===== config.mk =====
export PLATFORM = sky130hd
export DESIGN_NAME = mscu_core
export DESIGN_NICKNAME = d
export VERILOG_FILES = /design/src/mscu_pkg.sv /design/src/mscu_core.sv /design/src/mscu_save_pair.sv
export SDC_FILE = /design/constraint.sdc
export NUM_CORES = 1
export LEC_CHECK = 0
export ABC_AREA = 0
export BUFFER_PORTS_ARGS = -buffer_cell sky130_fd_sc_hd__buf_4
export CAP_MARGIN = 5
export CORE_MARGIN = 8
export CORE_UTILIZATION = 30
export CTS_CLUSTER_SIZE = 24
export DETAILED_ROUTE_END_ITERATION = 6
export GPL_ROUTABILITY_DRIVEN = 1
export PLACE_DENSITY = 0.51
export SLEW_MARGIN = 5
export SYNTH_ARGS = -nofsm -noshare
export SYNTH_HDL_FRONTEND = slang
export SYNTH_SLANG_ARGS = --single-unit

===== constraint.sdc =====
create_clock -name clk -period 1.65 [get_ports clk]
set_clock_uncertainty 0.1 [all_clocks]
set_input_delay 0.165 -clock clk [delete_from_list [all_inputs] [get_ports clk]]
set_output_delay 0.165 -clock clk [all_outputs]
set_load 0.03 [all_outputs]

===== src/mscu_pkg.sv =====
// Package for the machine state control upper block: bit positions, vectors, commands
package mscu_pkg;

   // ****************************************
   // Bit positions (bit 0 is the word's MSB)
   // ****************************************
   localparam int unsigned EXC_BYTE_ORDER_BIT = 15;
   localparam int unsigned OUTSIDE_IRQ_BIT    = 16;
   localparam int unsigned USER_ONLY_BIT      = 17;
   localparam int unsigned FLOAT_AVAIL_BIT    = 18;
   localparam int unsigned MCHECK_GATE_BIT    = 19;
   localparam int unsigned FTRAP_LOW_BIT      = 20;
   localparam int unsigned SINGLE_STEP_BIT    = 21;
   localparam int unsigned BRANCH_TRACE_BIT   = 22;
   localparam int unsigned FTRAP_HIGH_BIT     = 23;
   localparam int unsigned CRIT_GATE_BIT      = 24;
   localparam int unsigned VEC_HIGH_BIT       = 25;
   localparam int unsigned FETCH_XLAT_BIT     = 26;
   localparam int unsigned LS_XLAT_BIT        = 27;
   localparam int unsigned RSVD_A_BIT         = 28;
   localparam int unsigned RSVD_B_BIT         = 29;
   localparam int unsigned RECOVERABLE_BIT    = 30;
   localparam int unsigned BYTE_ORDER_BIT     = 31;

   // ****************************************
   // Reset values and vector constants
   // ****************************************
   localparam logic [16:0] UPPER_RESET     = 17'h00000;
   localparam logic [11:0] VEC_BASE_LOW    = 12'h000;
   localparam logic [11:0] VEC_BASE_HIGH   = 12'hFFF;
   localparam logic [19:0] CRIT_VEC_OFFSET = 20'h00A00;
   localparam logic [31:0] SAVE_RESET      = 32'h00000000;

   // ****************************************
   // Word update commands from the pipeline
   // ****************************************
   typedef enum logic [2:0] {
      MSCU_CMD_NONE     = 3'b000,
      MSCU_CMD_MOVE_TO  = 3'b001,
      MSCU_CMD_SYSCALL  = 3'b010,
      MSCU_CMD_RET_EXC  = 3'b011,
      MSCU_CMD_RET_CRIT = 3'b100
   } mscu_cmd_e;

   // Decoded controls handed out by the core
   typedef struct packed {
      logic       irq_allow;
      logic       supervisor_ok;
      logic       float_dispatch_ok;
      logic       mcheck_allow;
      logic [1:0] float_trap_mode;
      logic       crit_allow;
      logic       fetch_translation_on;
      logic       load_store_translation_on;
      logic       recoverable_flag;
      logic       little_endian;
   } mscu_ctrl_s;

   // Exception request from the sequencer
   typedef struct packed {
      logic        take;
      logic        critical;
      logic [19:0] offset;
      logic [31:0] resume_addr;
   } mscu_exc_s;

   // Read selection for move-from and save-register reads
   typedef enum logic [1:0] {
      MSCU_RD_WORD  = 2'b00,
      MSCU_RD_SADDR = 2'b01,
      MSCU_RD_SSTAT = 2'b10
   } mscu_rd_e;

endpackage


===== src/mscu_core.sv =====
// Upper machine state word with exception entry, return and gating logic
`timescale 1ns/1ps
`default_nettype none
module mscu_core
   import mscu_pkg::*;
(
   input  wire logic        clk,
   input  wire logic        reset,
   input  wire mscu_cmd_e   cmd,
   input  wire logic [31:0] cmd_data,
   input  wire mscu_exc_s   exc,
   input  wire logic        ext_irq_req,
   input  wire logic        smi_req,
   input  wire logic        dec_req,
   input  wire logic        mcheck_req,
   input  wire logic        crit_req,
   input  wire logic        instr_done,
   input  wire logic        instr_is_branch,
   input  wire logic        instr_is_super,
   input  wire logic        instr_is_float,
   input  wire mscu_rd_e    rd_sel,
   input  wire logic        rd_strobe,
   output logic [31:0]      rd_data,
   output logic             rd_valid,
   output mscu_ctrl_s       ctrl,
   output logic             ext_irq_take,
   output logic             smi_take,
   output logic             dec_take,
   output logic             mcheck_take,
   output logic             crit_take,
   output logic             priv_fault,
   output logic             float_unavail,
   output logic             trace_trap,
   output logic [31:0]      vector_addr,
   output logic [31:0]      return_addr,
   output logic             return_valid
);

   // ****************************************
   // Word storage (bits 15..31, big-endian numbering)
   // ****************************************
   logic [16:0] upper;
   logic [16:0] next_upper;
   logic [31:0] word;
   logic [31:0] ord_addr;
   logic [31:0] ord_state;
   logic [31:0] crit_addr;
   logic [31:0] crit_state;
   logic        ord_save;
   logic        crit_save;

   // Word bit n (0 = MSB) sits at vector index 31-n
   function automatic logic wbit(input logic [31:0] w, input int unsigned n);
      return w[31-n];
   endfunction

   assign word = {15'h0000, upper};

   assign ord_save  = exc.take & ~exc.critical;
   assign crit_save = exc.take & exc.critical;

   // ****************************************
   // Save/restore pairs
   // ****************************************
   mscu_save_pair #(.WIDTH(32)) u_ord_pair (
      .clk      (clk),
      .reset    (reset),
      .save     (ord_save),
      .addr_in  (exc.resume_addr),
      .state_in (word),
      .addr_q   (ord_addr),
      .state_q  (ord_state)
   );

   mscu_save_pair #(.WIDTH(32)) u_crit_pair (
      .clk      (clk),
      .reset    (reset),
      .save     (crit_save),
      .addr_in  (exc.resume_addr),
      .state_in (word),
      .addr_q   (crit_addr),
      .state_q  (crit_state)
   );

   // ****************************************
   // Word update
   // ****************************************
   // Entry wins over an instruction write in the same cycle: the
   // instruction is being abandoned by the exception.
   always_comb begin
      next_upper = upper;
      if (exc.take) begin
         // Other bits keep value; only byte order follows entry mode
         next_upper[31-BYTE_ORDER_BIT] = upper[31-EXC_BYTE_ORDER_BIT];
      end else begin
         case (cmd)
            MSCU_CMD_MOVE_TO,
            MSCU_CMD_SYSCALL:  next_upper = cmd_data[16:0];
            MSCU_CMD_RET_EXC:  next_upper = ord_state[16:0];
            MSCU_CMD_RET_CRIT: begin
               if (upper[31-CRIT_GATE_BIT]) begin
                  next_upper = crit_state[16:0];
               end
            end
            default:           next_upper = upper;
         endcase
      end
   end

   always_ff @(posedge clk) begin
      if (reset) begin
         upper <= UPPER_RESET;
      end else begin
         upper <= next_upper;
      end
   end

   // ****************************************
   // Return path
   // ****************************************
   always_ff @(posedge clk) begin
      if (reset) begin
         return_addr  <= 32'h00000000;
         return_valid <= 1'b0;
      end else begin
         return_valid <= 1'b0;
         if (!exc.take && cmd == MSCU_CMD_RET_EXC) begin
            return_addr  <= ord_addr;
            return_valid <= 1'b1;
         end else if (!exc.take && cmd == MSCU_CMD_RET_CRIT && upper[31-CRIT_GATE_BIT]) begin
            return_addr  <= crit_addr;
            return_valid <= 1'b1;
         end
      end
   end

   // ****************************************
   // Read port: only move-from reaches the word
   // ****************************************
   always_ff @(posedge clk) begin
      if (reset) begin
         rd_data  <= 32'h00000000;
         rd_valid <= 1'b0;
      end else begin
         rd_valid <= rd_strobe;
         if (rd_strobe) begin
            case (rd_sel)
               MSCU_RD_WORD:  rd_data <= word;
               MSCU_RD_SADDR: rd_data <= crit_addr;
               MSCU_RD_SSTAT: rd_data <= crit_state;
               default:       rd_data <= 32'h00000000;
            endcase
         end
      end
   end

   // ****************************************
   // Named word bits
   // ****************************************
   logic outside_irq_gate;
   logic user_only_level;
   logic float_unit_avail;
   logic machine_check_gate;
   logic float_trap_mode_low;
   logic single_step_trace;
   logic branch_trace;
   logic float_trap_mode_high;
   logic crit_irq_gate;
   logic vector_high_base;
   logic fetch_translation_on;
   logic load_store_translation_on;
   logic recoverable_flag;
   logic byte_order_mode;

   assign outside_irq_gate          = wbit(word, OUTSIDE_IRQ_BIT);
   assign user_only_level           = wbit(word, USER_ONLY_BIT);
   assign float_unit_avail          = wbit(word, FLOAT_AVAIL_BIT);
   assign machine_check_gate        = wbit(word, MCHECK_GATE_BIT);
   assign float_trap_mode_low       = wbit(word, FTRAP_LOW_BIT);
   assign single_step_trace         = wbit(word, SINGLE_STEP_BIT);
   assign branch_trace              = wbit(word, BRANCH_TRACE_BIT);
   assign float_trap_mode_high      = wbit(word, FTRAP_HIGH_BIT);
   assign crit_irq_gate             = wbit(word, CRIT_GATE_BIT);
   assign vector_high_base          = wbit(word, VEC_HIGH_BIT);
   assign fetch_translation_on      = wbit(word, FETCH_XLAT_BIT);
   assign load_store_translation_on = wbit(word, LS_XLAT_BIT);
   assign recoverable_flag          = wbit(word, RECOVERABLE_BIT);
   assign byte_order_mode           = wbit(word, BYTE_ORDER_BIT);

   // ****************************************
   // Decoded controls
   // ****************************************
   always_ff @(posedge clk) begin
      if (reset) begin
         ctrl <= '0;
      end else begin
         ctrl.irq_allow                 <= outside_irq_gate;
         ctrl.supervisor_ok             <= ~user_only_level;
         ctrl.float_dispatch_ok         <= float_unit_avail;
         ctrl.mcheck_allow              <= machine_check_gate;
         ctrl.float_trap_mode           <= {float_trap_mode_high,
                                            float_trap_mode_low};
         ctrl.crit_allow                <= crit_irq_gate;
         ctrl.fetch_translation_on      <= fetch_translation_on;
         ctrl.load_store_translation_on <= load_store_translation_on;
         ctrl.recoverable_flag          <= recoverable_flag;
         ctrl.little_endian             <= byte_order_mode;
      end
   end

   // ****************************************
   // Interrupt gating
   // ****************************************
   // One block per request, so each gate stands alone in timing
   always_ff @(posedge clk) begin
      if (reset) begin
         ext_irq_take <= 1'b0;
      end else begin
         ext_irq_take <= ext_irq_req & outside_irq_gate;
      end
   end

   always_ff @(posedge clk) begin
      if (reset) begin
         smi_take <= 1'b0;
      end else begin
         smi_take <= smi_req & outside_irq_gate;
      end
   end

   always_ff @(posedge clk) begin
      if (reset) begin
         dec_take <= 1'b0;
      end else begin
         dec_take <= dec_req & outside_irq_gate;
      end
   end

   always_ff @(posedge clk) begin
      if (reset) begin
         mcheck_take <= 1'b0;
      end else begin
         mcheck_take <= mcheck_req & machine_check_gate;
      end
   end

   always_ff @(posedge clk) begin
      if (reset) begin
         crit_take <= 1'b0;
      end else begin
         crit_take <= crit_req & crit_irq_gate;
      end
   end

   // ****************************************
   // Instruction checks and trace
   // ****************************************
   always_ff @(posedge clk) begin
      if (reset) begin
         priv_fault <= 1'b0;
      end else begin
         priv_fault <= instr_is_super & user_only_level;
      end
   end

   always_ff @(posedge clk) begin
      if (reset) begin
         float_unavail <= 1'b0;
      end else begin
         float_unavail <= instr_is_float & ~float_unit_avail;
      end
   end

   // Only completed instructions trap; squashed ones never report
   always_ff @(posedge clk) begin
      if (reset) begin
         trace_trap <= 1'b0;
      end else begin
         trace_trap <= instr_done & (single_step_trace
                       | (instr_is_branch & branch_trace));
      end
   end

   // ****************************************
   // Vector address
   // ****************************************
   // Critical entries always use the fixed critical offset
   always_ff @(posedge clk) begin
      if (reset) begin
         vector_addr <= 32'h00000000;
      end else if (exc.take) begin
         vector_addr <= {vector_high_base ? VEC_BASE_HIGH : VEC_BASE_LOW,
                         exc.critical ? CRIT_VEC_OFFSET : exc.offset};
      end
   end

endmodule
`default_nettype wire


===== src/mscu_save_pair.sv =====
// Save/restore register pair for exception entry and return
`timescale 1ns/1ps
`default_nettype none
module mscu_save_pair
   import mscu_pkg::*;
#(
   parameter int unsigned WIDTH = 32
) (
   input  wire logic             clk,
   input  wire logic             reset,
   input  wire logic             save,
   input  wire logic [WIDTH-1:0] addr_in,
   input  wire logic [WIDTH-1:0] state_in,
   output logic      [WIDTH-1:0] addr_q,
   output logic      [WIDTH-1:0] state_q
);

   always_ff @(posedge clk) begin
      if (reset) begin
         addr_q  <= WIDTH'(SAVE_RESET);
         state_q <= WIDTH'(SAVE_RESET);
      end else if (save) begin
         addr_q  <= addr_in;
         state_q <= state_in;
      end
   end

endmodule
`default_nettype wire


# After elaboration in Yosys (flattened, before gate mapping)
# Index checks and enable logic that the tools add are counted.
[word_totals]
output_inout_bits = 117
word_cells = 76
ff_bits = 232
in_bits = 103
[classes]
n_eq_ne = 8
muxes = 10
n_reduce_logical = 12
bitwise = 16
[ops]
columns = ["op", "count"]
rows = [
  ["$pmux 32 s3", 1],
  ["$mux 32", 2],
  ["$pmux 17 s3", 1],
  ["$mux 20", 1],
  ["$mux 17", 1],
  ["$mux 12", 1],
  ["$and 1x1->1", 11],
  ["$eq 3x2->1 const B", 2],
  ["$not 1->1", 4],
  ["$reduce_and 2->1", 2],
  ["$reduce_bool 4->1", 1],
  ["$eq 3x1->1 const B", 1],
  ["$eq 3x3->1 const B", 1],
  ["$logic_and 1x1->1", 3],
  ["$mux 1", 3],
  ["$ne 3x3->1 const B", 1],
  ["$reduce_and 3->1", 1],
  ["$reduce_bool 3->1", 1],
  ["$eq 2x1->1 const B", 1],
  ["$eq 2x2->1 const B", 1],
  ["$logic_not 2->1", 1],
  ["$ne 2x2->1 const B", 1],
  ["$reduce_bool 2->1", 1],
  ["$reduce_or 2->1", 1],
  ["2 further kinds", 2],
]

# Logic depth before layout (Yosys ltp)
[depth]
ltp_word = 5
mapped_depth = 7
mapped_depth_nobuf = 4

# Cells and area by module
# From an unflattened synthesis, not the netlist that was laid out.
[hier_totals]
hier_cells = 994
area_unflattened_um2 = 9914.5
[by_module_without_submodules]
columns = ["mod", "seq_area_each_um2", "cells_each", "area_each_um2", "n_inst"]
rows = [
  ["mscu_core", 2462.4, 582, 5332.6, 1],
  ["mscu_save_pair", 1281.2, 206, 2290.9, 2],
]

# Worst setup path after synthesis
# No wires, ideal clock.
[synth_timing]
kind = "register to register"
start = "register upper[7]"
end = "register return_addr[10]"
stages_incl_launch_ff = 8
t_required_ps = 1408
path_slack_ps = 185
setup_time_ps = 142
arrival_ps = 1223
n_path_buf = 3
path_cell_list = "dfxtp_1 -> nor4bb_1 -> buf_2 -> nand2b_1 -> buf_2 -> buf_6 -> nand2_1 -> a311oi_1"
[synth_via]
elab_chain_len = 2
[synth_rtl]
columns = ["item", "line", "source"]
rows = [
  ["from (decl)", "mscu_core.sv:42", "logic [16:0] upper;"],
  ["from (signal assigned)", "mscu_core.sv:114", "upper <= next_upper;"],
  ["$logic_and 1x1->1", "mscu_core.sv:130", "end else if (!exc.take && cmd == MSCU_CMD_RET_CRIT && upper[31-CRIT_GATE_BIT]) begin"],
  ["$reduce_bool 2->1 (no line)", "n/a", ""],
  ["to (signal assigned)", "mscu_core.sv:128", "return_addr <= ord_addr;"],
  ["to (signal assigned)", "mscu_core.sv:131", "return_addr <= crit_addr;"],
  ["to (decl)", "mscu_core.sv:35", "output logic [31:0] return_addr,"],
]
# Every way passes these cells.
# A chain may end at the register's enable or synchronous reset.

# Worst setup path after layout
[layout_timing]
start = "input cmd[2]"
end = "register upper[15]"
[layout_via]
elab_chain_len = 4
elab_cells_between_ends = 9
[layout_rtl]
columns = ["item", "line", "source"]
rows = [
  ["from (decl)", "mscu_core.sv:9", "input wire mscu_cmd_e cmd,"],
  ["$eq 3x1->1 / $eq 3x2->1 (equally long branches)", "mscu_core.sv:96", "case (cmd)"],
  ["$reduce_or 2->1", "mscu_core.sv:96", ""],
  ["$reduce_bool 3->1 (no line)", "n/a", ""],
  ["$reduce_and 3->1 (no line)", "n/a", ""],
]
# Several ways; a longest one is shown, not always the timed one.

==> out/metrics.csv <==
metric,value,unit
run_status,finished clean,
syn_avg_cell_area,8.15,um^2
setup_violations,0,
post-route-cell-area,12500,um^2
power-per-cell-area,1040,nW/um^2
p_clk_share,44.0,%
placedInstanceArea,10800,um^2
antenna_found_initial,2,
clock_latency,0.53,ns
cts_made_buffers,26,
synth.top_cells.by_count,"279 x sky130_fd_sc_hd__nand2_1, 221 x sky130_fd_sc_hd__dfxtp_1, 166 x sky130_fd_sc_hd__a21oi_1",
clock_sink_count,221,
criticalPathCategory,primary input to flip-flop,
largest_family_of_logic_cells_by_synthesized_area,simple AND/OR/NAND/NOR gates,
worst-endpoint-required,1.98,ns
core_region_area,29400,um^2
synth_edf_count,0,
floorplan.die.height,188,um
route.detailed.wl_per_inst,16.5,um
route.vias.total,8169,
syn-num-nets,1196,
final_layout_size_suffix_gt1_share,21.8,%
synth_simple_gate_area_share,22.3,%
post-place-cells,1614,
holdPathStages,4,
netlist.top_cell.by_area,sky130_fd_sc_hd__dfxtp_1,
synthesis.instances,1093,
first_pass_grt_wire_length,45.5,mm
seqPwrFrac,44.0,%
power_total,13.0,mW
final.hold.worst_slack,0.0222,ns
syn_area,8910,um^2
max_freq,0.641,GHz
yosys_most_used_dff,sky130_fd_sc_hd__dfxtp_1,
yosys_register_bits,221,
antennaDiodeCount,0,
switching_share,25.1,%
routed_wirelength,28.7,mm
comb_power_share,12.0,%
global_route.overflow_total,0,
length_of_the_first_detailed_routing_pass_in_iterations,4,
h_tree_depth,1,
initial_core_utilization,30.3,%
post_synth_xor_area_fraction,0.0983,%
reg2reg_depth,5,
crit_fanout,25,
worst_slew_pin_slew,0.335,ns
drv.max_cap_violation_count,0,
synth_compound_area_share,18.6,%
multiplexer_share_of_the_synthesized_area,2.02,%
grt_start_max_net_pins,66,
post_drt_via_cell_ratio,4.69,
synthAdderAreaFrac,0,%
track_usage,15.6,%
buffer_ports.inserted,204,
worstPathArrival,1.89,ns
gp_congestion,0.745,
cts-root-buf,sky130_fd_sc_hd__clkbuf_16,
final-hold-violation-count,0,
ioPinCount,220,
vias_in_the_first_global_route,8187,
clock_tree.buffer_depth,3,
post-route-min-period,1.56,ns
min_period_over_period,94.5,%
placement_rows,63,
synth_top_cells_by_area,"sky130_fd_sc_hd__dfxtp_1 50%, sky130_fd_sc_hd__nand2_1 12%, sky130_fd_sc_hd__a21oi_1 9.3%",
pre_cts_ws,0.0650,ns
cellInternalPower,9.71,mW
asr_flop_ratio_synth,0,%
vdd_ir_drop_max,0.736,mV
route.antenna.remaining_nets,0,
syn2layout_area_growth,39.8,%
drcViolationCount,0,
critical_path.endpoint_type,flip-flop,
hpwl,18.6,mm
synth_seq_area_share,49.7,%
drv_slew,0,
first_iter_violations,447,
hold_class,primary input to flip-flop,
die_area,35500,um^2
yosysUniqueCellTypes,38,
final.setup.tns,0,ns
cts_tree,built,
fin_ws,0.0910,ns
synthMostInstantiatedCell,sky130_fd_sc_hd__nand2_1,
final_std_cells_w_o_fill,1741,
p_leak,4.91,nW
floorplan.die.width,188,um
nets,1435,
warning_count_from_the_yosys_run,0,
worst_slew_margin_rel,77.7,%
clock_pin_slew_of_the_registers_on_the_worst_case_setup_and_hold_paths,0.06,ns
utilization,42.4,%
synth_top_area_share,49.7,%
p_sw,3.26,mW
cp-start-kind,primary input,
-- cell families (layout without fill, tap and decap cells) --
logic type / after synthesis / in the layout
and+or+nand+nor: 478 / 478
AOI/OAI and AO/OA: 256 / 256
DFF: 221 / 221
buffers and inverters: 119 / 377
muxes: 18 / 18
xor gates and xnor gates: 1 / 1
-- flip-flops by register name, summed over array words and instances, names as in the netlist, 11 cells and up --
name / count
u_ord_pair.addr_q: 32
upper: 17
rd_data: 32
ctrl: 11
u_crit_pair.state_q: 17
u_ord_pair.state_q: 17
vector_addr: 21
u_crit_pair.addr_q: 32
return_addr: 32
-- path summary, 6_finish.rpt --
check                           slack, ns               endpoint                  start
worst max-delay path                 0.09              upper[15]                 cmd[2]
worst min-delay path                 0.02               upper[6]            cmd_data[6]
worst max register to register       0.12        return_addr[14]               upper[7]
worst min register to register       0.35  u_ord_pair.state_q[8]  u_ord_pair.state_q[8]
-- timing repair --
item | CTS | global route
hold buffers | 78 | 0
gates resized for setup | 0 | 3
buffers inserted | 0 | 2
endpoints found under the hold margin | 124 | 0
endpoints found under the setup margin | 0 | 35
-- power groups by stage --
stage               logic (mW)  registers [mW]  clock network, mW
detailed placement        1.41            5.82                  0
global placement          1.40            5.82                  0
finish                    1.55            5.70               5.71
global route              1.70            5.73               6.12
CTS                       1.56            5.71               5.88
floorplan                0.663            5.95                  0
-- per-layer routing --
layer,vias to the layer above,wire length [um],global-route usage (%)
met1,3787,12700,19.2
met2,214,13200,26.0
li1,4118,-,-
met3,46,2080,4.95
met5,-,25,0
met4,4,611,4.15
-- final cells by class --
| class | count | area, um^2 |
|---|---|---|
| clock inverter | 5 | 56.3 |
| fill | 2953 | 17000 |
| tap | 390 | 488 |
| multi-input combinational | 753 | 3870 |
| clock buffer | 42 | 802 |
| timing repair buffer | 315 | 2750 |
| sequential | 221 | 4430 |
| inverter | 15 | 56.3 |
-- cells in the final DEF, fill, tap and decap left out, types with 8 or more instances in the layout --
| cell | count |
|---|---|
| sky130_fd_sc_hd__nand2_1 | 278 |
| sky130_fd_sc_hd__clkbuf_1 | 8 |
| sky130_fd_sc_hd__dfxtp_1 | 220 |
| sky130_fd_sc_hd__clkbuf_16 | 27 |
| sky130_fd_sc_hd__buf_4 | 221 |
| sky130_fd_sc_hd__buf_12 | 15 |
| sky130_fd_sc_hd__a211oi_1 | 18 |
| sky130_fd_sc_hd__a311o_1 | 15 |
| sky130_fd_sc_hd__a311oi_1 | 41 |
| sky130_fd_sc_hd__mux2i_1 | 18 |
| sky130_fd_sc_hd__nor2_1 | 133 |
| sky130_fd_sc_hd__inv_1 | 15 |
| sky130_fd_sc_hd__dlygate4sd3_1 | 78 |
| sky130_fd_sc_hd__nor2b_1 | 45 |
| sky130_fd_sc_hd__a21oi_1 | 166 |
-- worst max-delay path, stage by stage --
cell                            delay, ns
sky130_fd_sc_hd__dlygate4sd3_1       0.55
sky130_fd_sc_hd__buf_4               0.17
sky130_fd_sc_hd__nor2b_4             0.18
sky130_fd_sc_hd__buf_12              0.18
sky130_fd_sc_hd__nor2_1              0.05
sky130_fd_sc_hd__a311o_1             0.33
sky130_fd_sc_hd__a311oi_1            0.25
Note: power is estimated with default switching activity, not from simulation.
